<file path="config.mk">
export PLATFORM = sky130hd
export DESIGN_NAME = cec_top
export DESIGN_NICKNAME = d
export VERILOG_FILES = /design/src/cec_pkg.sv /design/src/cec_sync2.sv /design/src/cec_top.sv
export VERILOG_INCLUDE_DIRS = /design/src
export SDC_FILE = /design/constraint.sdc
export NUM_CORES = 1
export LEC_CHECK = 0
export BUFFER_PORTS_ARGS = -buffer_cell sky130_fd_sc_hd__buf_4
export CAP_MARGIN = 20
export CORE_MARGIN = 4
export CORE_UTILIZATION = 43
export CTS_CLUSTER_SIZE = 30
export DETAILED_ROUTE_END_ITERATION = 8
export GPL_TIMING_DRIVEN = 0
export PLACE_DENSITY_LB_ADDON = 0.15
export SLEW_MARGIN = 20
export SYNTH_ARGS = -nofsm -noshare
export SYNTH_HDL_FRONTEND = slang
export SYNTH_HIERARCHICAL = 1
export SYNTH_SLANG_ARGS = --single-unit
</file>
<file path="constraint.sdc">
create_clock -name core_clk -period 1.61 [get_ports core_clk]
set_input_delay 0.2415 -clock core_clk [delete_from_list [all_inputs] [get_ports core_clk]]
set_output_delay 0.2415 -clock core_clk [all_outputs]
set_load 0.02 [all_outputs]
</file>
<file path="src/cec_cfg.svh">
// Register map, field positions, reset values, edge mode codes and event bits.
`ifndef CEC_CFG_SVH
`define CEC_CFG_SVH
`define CEC_ADDR_W          4
`define CEC_OFF_CTRL        4'h0
`define CEC_OFF_PIN_DIGITAL_INPUT_DISABLE        4'h4
`define CEC_OFF_STATUS      4'h8
`define CEC_OFF_MASK        4'hc
`define CEC_BIT_POWER_OFF   7
`define CEC_BIT_REF_SEL     6
`define CEC_BIT_RESULT      5
`define CEC_BIT_FLAG        4
`define CEC_BIT_IRQ_EN      3
`define CEC_BIT_CAPTURE     2
`define CEC_BIT_POS_OFF     0
`define CEC_BIT_NEG_OFF     1
`define CEC_CTRL_RESET      8'h00
`define CEC_PIN_DIGITAL_INPUT_DISABLE_RESET      8'h00
`define CEC_MODE_TOGGLE     2'h0
`define CEC_MODE_FALL       2'h2
`define CEC_MODE_RISE       2'h3
`define CEC_EV_BIT_EDGE     0
`define CEC_EV_BIT_RISE     1
`define CEC_EV_BIT_FALL     2
`endif

</file>
<file path="src/cec_pkg.sv">
// Types shared by the comparator event control block.
package cec_pkg;
  typedef logic [1:0] cec_mode_t;
  typedef logic [7:0] cec_byte_t;
  typedef enum logic [1:0] {
    CEC_IDLE,
    CEC_DONE
  } cec_bus_e;
endpackage

</file>
<file path="src/cec_sync2.sv">
// Two-stage synchroniser for one level.
`timescale 1ns/100ps
module cec_sync2 (
  // Clock and reset.
  input  wire logic core_clk,
  input  wire logic resetn,
  // Level in and out.
  input  wire logic async_in,
  output logic      sync_out
);
  logic stage1;

  always_ff @(posedge core_clk or negedge resetn) begin
    if (!resetn) begin
      stage1   <= 1'b0;
      sync_out <= 1'b0;
    end else begin
      stage1   <= async_in;
      sync_out <= stage1;
    end
  end
endmodule

</file>
<file path="src/cec_top.sv">
// Comparator control, edge event and interrupt logic with Avalon-MM slave.
`timescale 1ns/100ps
`include "cec_cfg.svh"
module cec_top (
  // Clock and reset.
  input  wire logic                   core_clk,
  input  wire logic                   resetn,
  // Avalon-MM slave.
  input  wire logic [`CEC_ADDR_W-1:0] avs_address,
  input  wire logic                   avs_read,
  input  wire logic                   avs_write,
  input  wire logic [31:0]            avs_writedata,
  input  wire logic [3:0]             avs_byteenable,
  output logic      [31:0]            avs_readdata,
  output logic                        avs_waitrequest,
  output logic      [1:0]             avs_response,
  // Comparator core.
  input  wire logic                   comp_raw_out,
  output logic                        comparator_power_off,
  output logic                        reference_select,
  // Pins and port read path.
  input  wire logic                   positive_input_pin_digital,
  input  wire logic                   negative_input_pin_digital,
  output logic                        positive_pin_buffer_off,
  output logic                        negative_pin_buffer_off,
  output logic                        positive_port_in,
  output logic                        negative_port_in,
  // Timer capture front end.
  output logic                        capture_route_enable,
  output logic                        capture_source,
  // CPU interrupt.
  input  wire logic                   global_irq_enable,
  input  wire logic                   vector_ack,
  output logic                        compare_irq_req,
  output logic                        irq
);

  // ----------------------------------------------------------------------
  // Functions.
  // ----------------------------------------------------------------------
  function automatic logic hit(input logic [`CEC_ADDR_W-1:0] a,
                               input logic [`CEC_ADDR_W-1:0] off);
    hit = (a == off);
  endfunction

  function automatic logic mode_match(input cec_pkg::cec_mode_t m,
                                      input logic rise,
                                      input logic fall);
    unique case (m)
      `CEC_MODE_TOGGLE: mode_match = rise | fall;
      `CEC_MODE_FALL:   mode_match = fall;
      `CEC_MODE_RISE:   mode_match = rise;
      default:          mode_match = 1'b0;
    endcase
  endfunction

  // ----------------------------------------------------------------------
  // Registers and state.
  // ----------------------------------------------------------------------
  logic                 compare_irq_enable;
  cec_pkg::cec_mode_t   edge_mode;
  logic                 compare_event_flag;
  logic                 compare_result;
  logic                 result_prev;
  logic [2:0]           ev_status;
  logic [2:0]           ev_mask;
  cec_pkg::cec_bus_e    bus_state;
  logic                 pos_sync;
  logic                 neg_sync;
  logic                 wr_hit;
  logic                 rd_hit;
  logic                 rise;
  logic                 fall;
  logic                 match;
  logic [2:0]           ev_now;
  logic                 wr_ctrl;
  logic                 wr_pin_digital_input_disable;
  logic                 rd_status;
  cec_pkg::cec_byte_t   next_rdata;

  // ----------------------------------------------------------------------
  // Comparator result and pin synchronisation, edge detect.
  // ----------------------------------------------------------------------
  cec_sync2 u_sync (
    .core_clk (core_clk),
    .resetn   (resetn),
    .async_in (comp_raw_out),
    .sync_out (compare_result)
  );

  cec_sync2 u_pos_pin (
    .core_clk (core_clk),
    .resetn   (resetn),
    .async_in (positive_input_pin_digital),
    .sync_out (pos_sync)
  );

  cec_sync2 u_neg_pin (
    .core_clk (core_clk),
    .resetn   (resetn),
    .async_in (negative_input_pin_digital),
    .sync_out (neg_sync)
  );

  always_ff @(posedge core_clk or negedge resetn) begin
    if (!resetn) begin
      result_prev <= 1'b0;
    end else begin
      result_prev <= compare_result;
    end
  end

  assign rise  = compare_result & ~result_prev;
  assign fall  = ~compare_result & result_prev;
  assign match = mode_match(edge_mode, rise, fall);
  assign ev_now = {fall, rise, match};

  // ----------------------------------------------------------------------
  // Bus decode.
  // ----------------------------------------------------------------------
  assign wr_hit    = avs_write && bus_state == cec_pkg::CEC_IDLE;
  assign rd_hit    = avs_read && bus_state == cec_pkg::CEC_IDLE;
  assign wr_ctrl   = wr_hit && hit(avs_address, `CEC_OFF_CTRL)
                     && avs_byteenable[0];
  assign wr_pin_digital_input_disable   = wr_hit && hit(avs_address, `CEC_OFF_PIN_DIGITAL_INPUT_DISABLE)
                     && avs_byteenable[0];
  assign rd_status = rd_hit && hit(avs_address, `CEC_OFF_STATUS);

  always_ff @(posedge core_clk or negedge resetn) begin
    if (!resetn) begin
      bus_state <= cec_pkg::CEC_IDLE;
    end else begin
      unique case (bus_state)
        cec_pkg::CEC_IDLE: begin
          if (avs_read || avs_write) begin
            bus_state <= cec_pkg::CEC_DONE;
          end
        end
        cec_pkg::CEC_DONE: begin
          bus_state <= cec_pkg::CEC_IDLE;
        end
      endcase
    end
  end

  always_ff @(posedge core_clk or negedge resetn) begin
    if (!resetn) begin
      avs_waitrequest <= 1'b1;
    end else begin
      avs_waitrequest <= !((avs_read || avs_write)
                           && bus_state == cec_pkg::CEC_IDLE);
    end
  end

  // ----------------------------------------------------------------------
  // Control register fields.
  // ----------------------------------------------------------------------
  always_ff @(posedge core_clk or negedge resetn) begin
    if (!resetn) begin
      comparator_power_off <= 1'b0;
      reference_select     <= 1'b0;
      compare_irq_enable   <= 1'b0;
      capture_route_enable <= 1'b0;
      edge_mode            <= 2'h0;
    end else if (wr_ctrl) begin
      comparator_power_off <= avs_writedata[`CEC_BIT_POWER_OFF];
      reference_select     <= avs_writedata[`CEC_BIT_REF_SEL];
      compare_irq_enable   <= avs_writedata[`CEC_BIT_IRQ_EN];
      capture_route_enable <= avs_writedata[`CEC_BIT_CAPTURE];
      edge_mode            <= avs_writedata[1:0];
    end
  end

  always_ff @(posedge core_clk or negedge resetn) begin
    if (!resetn) begin
      positive_pin_buffer_off <= 1'b0;
      negative_pin_buffer_off <= 1'b0;
    end else if (wr_pin_digital_input_disable) begin
      positive_pin_buffer_off <= avs_writedata[`CEC_BIT_POS_OFF];
      negative_pin_buffer_off <= avs_writedata[`CEC_BIT_NEG_OFF];
    end
  end

  // ----------------------------------------------------------------------
  // Event flag and comparator interrupt request.
  // ----------------------------------------------------------------------
  always_ff @(posedge core_clk or negedge resetn) begin
    if (!resetn) begin
      compare_event_flag <= 1'b0;
    end else if (match) begin
      compare_event_flag <= 1'b1;
    end else if (vector_ack ||
                 (wr_ctrl && avs_writedata[`CEC_BIT_FLAG])) begin
      compare_event_flag <= 1'b0;
    end
  end

  always_ff @(posedge core_clk or negedge resetn) begin
    if (!resetn) begin
      compare_irq_req <= 1'b0;
    end else begin
      compare_irq_req <= compare_event_flag & compare_irq_enable
                         & global_irq_enable;
    end
  end

  // ----------------------------------------------------------------------
  // Capture route and port read path.
  // ----------------------------------------------------------------------
  always_ff @(posedge core_clk or negedge resetn) begin
    if (!resetn) begin
      capture_source   <= 1'b0;
      positive_port_in <= 1'b0;
      negative_port_in <= 1'b0;
    end else begin
      capture_source   <= capture_route_enable & compare_result;
      positive_port_in <= pos_sync & ~positive_pin_buffer_off;
      negative_port_in <= neg_sync & ~negative_pin_buffer_off;
    end
  end

  // ----------------------------------------------------------------------
  // Sticky status, mask and interrupt line.
  // ----------------------------------------------------------------------
  always_ff @(posedge core_clk or negedge resetn) begin
    if (!resetn) begin
      ev_status <= 3'h0;
    end else begin
      ev_status <= (rd_status ? 3'h0 : ev_status) | ev_now;
    end
  end

  always_ff @(posedge core_clk or negedge resetn) begin
    if (!resetn) begin
      ev_mask <= 3'h0;
    end else if (wr_hit && hit(avs_address, `CEC_OFF_MASK)
                 && avs_byteenable[0]) begin
      ev_mask <= avs_writedata[2:0];
    end
  end

  always_ff @(posedge core_clk or negedge resetn) begin
    if (!resetn) begin
      irq <= 1'b0;
    end else begin
      irq <= |(ev_status & ev_mask);
    end
  end

  // ----------------------------------------------------------------------
  // Read data.
  // ----------------------------------------------------------------------
  always_comb begin
    next_rdata = 8'h00;
    if (hit(avs_address, `CEC_OFF_CTRL)) begin
      next_rdata = {comparator_power_off, reference_select, compare_result,
                    compare_event_flag, compare_irq_enable,
                    capture_route_enable, edge_mode};
    end else if (hit(avs_address, `CEC_OFF_PIN_DIGITAL_INPUT_DISABLE)) begin
      next_rdata = {6'h00, negative_pin_buffer_off, positive_pin_buffer_off};
    end else if (hit(avs_address, `CEC_OFF_STATUS)) begin
      next_rdata = {5'h00, ev_status};
    end else if (hit(avs_address, `CEC_OFF_MASK)) begin
      next_rdata = {5'h00, ev_mask};
    end
  end

  always_ff @(posedge core_clk or negedge resetn) begin
    if (!resetn) begin
      avs_readdata <= 32'h0000_0000;
      avs_response <= 2'h0;
    end else if (rd_hit || wr_hit) begin
      avs_readdata <= rd_hit ? {24'h00_0000, next_rdata} : 32'h0000_0000;
      avs_response <= (hit(avs_address, `CEC_OFF_CTRL)
                       || hit(avs_address, `CEC_OFF_PIN_DIGITAL_INPUT_DISABLE)
                       || hit(avs_address, `CEC_OFF_STATUS)
                       || hit(avs_address, `CEC_OFF_MASK)) ? 2'h0 : 2'h2;
    end
  end

  // ----------------------------------------------------------------------
  // Checks.
  // ----------------------------------------------------------------------
  property p_result_latency;
    @(posedge core_clk) disable iff (!resetn)
      $rose(comp_raw_out) ##1 comp_raw_out |-> ##[0:1] compare_result;
  endproperty
  a_result_latency: assert property (p_result_latency)
    else $error("Result not synchronised in two cycles.");

  property p_flag_set;
    @(posedge core_clk) disable iff (!resetn)
      match |=> compare_event_flag;
  endproperty
  a_flag_set: assert property (p_flag_set)
    else $error("Flag not set by matching edge.");

  property p_flag_clear;
    @(posedge core_clk) disable iff (!resetn)
      vector_ack && !match |=> !compare_event_flag;
  endproperty
  a_flag_clear: assert property (p_flag_clear)
    else $error("Flag not cleared by vector acknowledge.");

  property p_irq_req;
    @(posedge core_clk) disable iff (!resetn)
      compare_irq_req == ($past(compare_event_flag)
        && $past(compare_irq_enable) && $past(global_irq_enable));
  endproperty
  a_irq_req: assert property (p_irq_req)
    else $error("Interrupt request without all enables.");

  property p_reserved;
    @(posedge core_clk) disable iff (!resetn)
      edge_mode == 2'h1 |-> !match;
  endproperty
  a_reserved: assert property (p_reserved)
    else $error("Reserved mode produced an event.");

  property p_rise_mode;
    @(posedge core_clk) disable iff (!resetn)
      edge_mode == `CEC_MODE_RISE && $fell(compare_result) |-> !match;
  endproperty
  a_rise_mode: assert property (p_rise_mode)
    else $error("Falling edge matched rising mode.");

  property p_capture;
    @(posedge core_clk) disable iff (!resetn)
      !capture_route_enable |=> !capture_source;
  endproperty
  a_capture: assert property (p_capture)
    else $error("Capture driven while route disabled.");

  property p_buffer_off;
    @(posedge core_clk) disable iff (!resetn)
      positive_pin_buffer_off |=> !positive_port_in;
  endproperty
  a_buffer_off: assert property (p_buffer_off)
    else $error("Port input not zero with buffer off.");

  property p_power_off;
    @(posedge core_clk) disable iff (!resetn)
      wr_ctrl |=> comparator_power_off == $past(avs_writedata[7]);
  endproperty
  a_power_off: assert property (p_power_off)
    else $error("Power-off bit not written.");
endmodule

</file>
==> results.json, run 1 <==
{
  "routed_wl_mm": 3.20,
  "p_per_area_mw_per_mm2": 1000,
  "rows": 22,
  "criticalPathCategory": "reg2reg",
  "path_max_fanout": 5,
  "port_buffers": 38,
  "first_iter_violations": 65,
  "fin_crit_ns": 1.51,
  "dp_cells": 243,
  "pwr-share-comb": 0.218,
  "firstDrtPassIters": 4,
  "num_io_pins": 94,
  "wire_per_inst_um": 12.7,
  "slew_violations": 0,
  "grt_overflow_total": 0,
  "synthCells": 133,
  "placed_area_sq_mm": 0.00215,
  "ctsLongestPathBuffers": 2,
  "synth_seq_cells": 38,
  "clk_pin_slew_ns": 0.07,
  "critPathArrivalTime_ns": 1.68,
  "cpPeakStageDelay_ns": 0.44,
  "coreArea_sq_mm": 0.00377,
  "clk_latency_ns": 0.28,
  "final_area_sq_mm": 0.00227,
  "slowest_stage": "dfrtp_1",
  "antenna_cells": 0,
  "final_nets": 254,
  "ant_nets": 0,
  "die_w_um": 71.2,
  "setup_viol": 0,
  "multiInputGateArea_sq_um": 643,
  "synth_cell_type_count": 37,
  "n_fill_cell": 312,
  "p_int_mw": 1.65,
  "finalNonFillerCells": 252,
  "dp_hpwl_mm": 2.52,
  "hold_path.class": "in2reg",
  "p_leak_nw": 1.20,
  "first_global_vias": 1052,
  "cts_root_buf": "clkbuf_8",
  "cap_violations": 0,
  "register_area_sq_um": 952,
  "hold_slack_ns": 0.0598,
  "grt_max_degree": 39,
  "post-route-period-util": 0.935,
  "area_delta_synth_final_pct": 32.0,
  "utilization": 0.602,
  "worst_ir_drop_vdd_mv": 0.756,
  "avgSynthCellArea_sq_um": 12.9,
  "final_common_cell": "buf_4",
  "crit_path_end_kind": "flip-flop",
  "grt_usage": 0.131,
  "post-route-drc-count": 0,
  "hold_violations": 0,
  "drive_above_1_share": 0.451,
  "vias_per_cell": 4.50,
  "path_cells": "inv_1 > ha_1 > mux2_2 > a21o_1 > a31o_2",
  "post_cts_buffers": 0,
  "start_util": 0.456,
  "die-area_sq_mm": 0.00507,
  "sw_frac_of_total": 0.274,
  "path_buf_inv": 1,
  "setup_tns_ns": 0,
  "ys_seq_area_frac": 0.554,
  "antenna_found_initial": 0,
  "yosysWarnings": 6,
  "clkPwrFrac": 0.285,
  "required_ns": 1.78,
  "cts_tree": "built",
  "htreeDepth": 2,
  "grt_pass1_wl_mm": 5.17,
  "fin_skew_ns": 0.00588,
  "seqPwrFrac": 0.498,
  "status": "complete, no violations",
  "fp.dieH_um": 71.2,
  "cts.sinks": 38,
  "max_freq_mhz": 664,
  "synthesis.area_sq_mm": 0.00172,
  "worst_slack_ns": 0.105,
  "p_sw_mw": 0.623,
  "gp_congestion": 0.802,
  "cp-start-kind": "flip-flop",
  "rsz0062_at_grt": "no",
  "power_mw": 2.27,
  "vias": 1135,
  "cp_top_family": "flip-flops",
  "numCtsBuffers": 5,
  "final_cell_mix": "buf_4, dfrtp_1, conb_1",
  "preCtsSetupSlack_ns": -0.0380
}
## power by group through the flow
stage	logic [mW]	clock network [mW]	registers, mW
after detailed placement	0.491	0	1.15
after global placement	0.485	0	1.14
after global routing	0.535	0.709	1.14
after floorplan	0.248	0	1.20
after CTS	0.495	0.667	1.13
final	0.494	0.646	1.13
## path summary, 6_finish.rpt
check,from,end,slack [ns],cells after the start
max,u_sync/sync_out,compare_event_flag,0.10,5
min,comp_raw_out,u_sync/stage1,0.06,1
max reg2reg,u_sync/sync_out,compare_event_flag,0.10,5
min reg2reg,u_sync/stage1,u_sync/sync_out,0.35,0
max in group asynchronous,resetn,avs_waitrequest,0.81,2
min in group asynchronous,resetn,ev_status[0],0.46,2
## repair_timing
item	4_1_cts	5_1_grt
hold endpoints to repair	37	0
setup endpoints to repair	5	1
cloned	0	0
hold buffers	1	0
resized for setup	1	1
## sequential cells by signal, summed over array words and instances, names as in the netlist, 2 cells and up
name and cells:
edge_mode 2, ev_mask 3, ev_status 3, avs_readdata 8
## kinds of logic (layout without fill, tap and decap cells)
group / Yosys count / in the layout / share of synthesized area
muxes: 15 / 15 / 0.110
other: 1 / 25 / 0.00218
and+or+nand+nor: 23 / 23 / 0.0968
AOI/OAI and AO/OA: 21 / 21 / 0.0910
buffers and inverters: 33 / 80 / 0.132
adders and majority gates: 2 / 2 / 0.0146
DFF: 38 / 38 / 0.554
## area by class of cell
type                       count  share of cell area
sequential                    38               0.420
multi-input combinational     86               0.284
timing repair buffer          39               0.130
buffer                        28              0.0916
clock buffer                   7              0.0381
tap                           48              0.0265
inverter                       5             0.00827
clock inverter                 1             0.00221
## metal layers
metal	routed length, um	track usage	share of wire
met2	1430	0.190	0.45
met5	0	0	0
met3	364	0.0673	0.11
met1	1370	0.177	0.43
met4	29	0.0313	0.0091
## Yosys cell counts
cell type | count | area (sq um)
inv_1 | 5 | 18.8
nor4_1 | 1 | 6.26
mux2_4 | 6 | 90.1
mux2_2 | 7 | 78.8
or4b_4 | 1 | 13.8
and2_1 | 1 | 6.26
buf_4 | 25 | 188
nand3b_1 | 2 | 15.0
a32oi_1 | 1 | 8.76
nor2b_1 | 2 | 12.5
clkbuf_1 | 1 | 3.75
a31o_2 | 1 | 8.76
o2bb2ai_1 | 2 | 17.5
nand2_1 | 4 | 15.0
nand3_1 | 1 | 5.00
nor2_8 | 1 | 20.0
nor3b_2 | 1 | 12.5
nand2b_1 | 1 | 6.26
buf_6 | 1 | 11.3
dfstp_2 | 1 | 26.3
nor2_1 | 2 | 7.51
and3_1 | 1 | 6.26
nor4b_1 | 1 | 8.76
ha_1 | 2 | 25.0
nor3_1 | 1 | 5.00
nand4_1 | 1 | 6.26
o21ai_0 | 6 | 30.0
o21bai_1 | 1 | 7.51
a21o_1 | 4 | 30.0
or4_4 | 1 | 11.3
conb_1 | 1 | 3.75
dfrtp_1 | 37 | 926
a22o_1 | 5 | 43.8
buf_2 | 1 | 5.00
and3b_1 | 1 | 8.76
mux2i_1 | 2 | 20.0
a222oi_1 | 1 | 10.0
Note: power is estimated with default switching activity, not from simulation.
==> run 2, diff against run 1 <==
- clock period: 1.61 -> 1.8 ns (I/O delays scaled with it)
==> run 2 against run 1 <==
Net effect: cell count is the same; sequential share of layout area rose by 0.12 points; worst setup slack improved by 0.19 ns; critical path type unchanged; critical path depth is 2 lower; final area is 0.28% lower; fmax is essentially flat; largest cell class unchanged; global-route usage unchanged; utilization fell by 0.17 points.
==> results.json, run 2 (synthesis gave the netlist of run 1 again) <==
{
  "final_cell_mix": "buf_4, dfrtp_1, conb_1",
  "first_iter_violations": 88,
  "numCtsBuffers": 5,
  "final_nets": 254,
  "final_common_cell": "buf_4",
  "antenna_cells": 0,
  "vias": 1139,
  "grt_usage": 0.131,
  "required_ns": 2.02,
  "routed_wl_mm": 3.19,
  "grt_overflow_total": 0,
  "utilization": 0.600,
  "largest_reg_flops": 8,
  "vias_per_cell": 4.52,
  "critPathArrivalTime_ns": 1.72,
  "firstDrtPassIters": 4,
  "port_buffers": 38,
  "p_leak_nw": 1.20,
  "path_max_fanout": 5,
  "rows": 22,
  "cts.sinks": 38,
  "max_freq_mhz": 665,
  "area_delta_synth_final_pct": 31.6,
  "wire_per_inst_um": 12.7,
  "grt_pass1_wl_mm": 5.17,
  "ant_nets": 0,
  "setup_tns_ns": 0,
  "coreArea_sq_mm": 0.00377,
  "die_w_um": 71.2,
  "post-route-period-util": 0.836,
  "setup_viol": 0,
  "num_io_pins": 94,
  "worst_ir_drop_vdd_mv": 0.673,
  "cts_root_buf": "clkbuf_8",
  "cap_violations": 0,
  "fin_skew_ns": 0.00439,
  "htreeDepth": 2,
  "antenna_found_initial": 0,
  "crit_path_end_kind": "flip-flop",
  "dp_hpwl_mm": 2.52,
  "die-area_sq_mm": 0.00507,
  "regMostFlops": "avs_readdata",
  "reg_top3": "avs_readdata: 8 flops, ev_mask: 3 flops, ev_status: 3 flops",
  "post-route-drc-count": 0,
  "clk_latency_ns": 0.28,
  "criticalPathCategory": "reg2reg",
  "post_cts_buffers": 0,
  "gp_congestion": 0.802,
  "p_per_area_mw_per_mm2": 896,
  "hold_slack_ns": 0.0908,
  "clk_pin_slew_ns": 0.07,
  "slew_violations": 0,
  "first_global_vias": 1052,
  "hold_violations": 0,
  "rsz0062_at_grt": "no",
  "cp-start-kind": "flip-flop",
  "status": "complete, no violations",
  "fin_crit_ns": 1.50,
  "drive_above_1_share": 0.451,
  "cts_tree": "built",
  "grt_max_degree": 39,
  "start_util": 0.456,
  "ctsLongestPathBuffers": 2,
  "hold_path.class": "in2reg",
  "fp.dieH_um": 71.2
}
[run 2: worst paths after layout]
path / start / endpoint / slack (ns) / depth (start not counted)
setup / recovery: bus_state[0] / avs_readdata[3] / 0.30 / 3
hold / removal: comp_raw_out / u_sync/stage1 / 0.09 / 1
setup reg to reg: bus_state[0] / avs_readdata[3] / 0.30 / 3
hold reg to reg: u_sync/stage1 / u_sync/sync_out / 0.35 / 0
max in group asynchronous: resetn / avs_waitrequest / 0.97 / 2
min in group asynchronous: resetn / ev_status[0] / 0.49 / 2
[run 2: cell type report]
cell class	count	area, sq um
Buffer	28	208
Clock buffer	7	86.3
Clock inverter	1	5.00
Fill cell	313	1510
Inverter	5	18.8
Multi-Input combinational cell	86	637
Sequential cell	38	952
Tap cell	48	60.1
Timing Repair Buffer	39	295
[run 2: timing repair]
item                                    in CTS  in global routing
gates resized for setup                      0                  1
hold buffers                                 1                  0
endpoints found under the hold margin       37                  0
endpoints found under the setup margin       0                  5
[run 2: worst max-delay path, stage by stage, from the launching register on]
cell and delay, ns:
dfrtp_1 0.41, nor4b_2 0.42, nor3b_2 0.42, a22o_1 0.19
[run 2: metrics by stage]
step                power, mW  std cells  area, sq um  worst slack (ns)
global placement         1.46        243         2150             0.140
global route             2.14        252         2260             0.189
finish                   2.03        252         2260             0.296
CTS                      2.05        252         2260             0.135
floorplan                1.29        157         1810             0.207
detailed placement       1.47        243         2150             0.131
[run 2: per-layer routing]
layer  GRT usage  wire, um  vias to the layer above  part of all wire
met5           0         0                        -                 0
met4      0.0313         4                        0            0.0013
met3      0.0673       370                        2              0.12
met2       0.190      1480                       55              0.46
met1       0.177      1330                      528              0.42
li1            -         -                      554                 -
[run 2: power breakdown]
| group | switching (mW) | total, mW | internal, mW |
|---|---|---|---|
| logic | 0.223 | 0.440 | 0.218 |
| registers | 0.0648 | 1.01 | 0.946 |
| clock network | 0.266 | 0.575 | 0.308 |
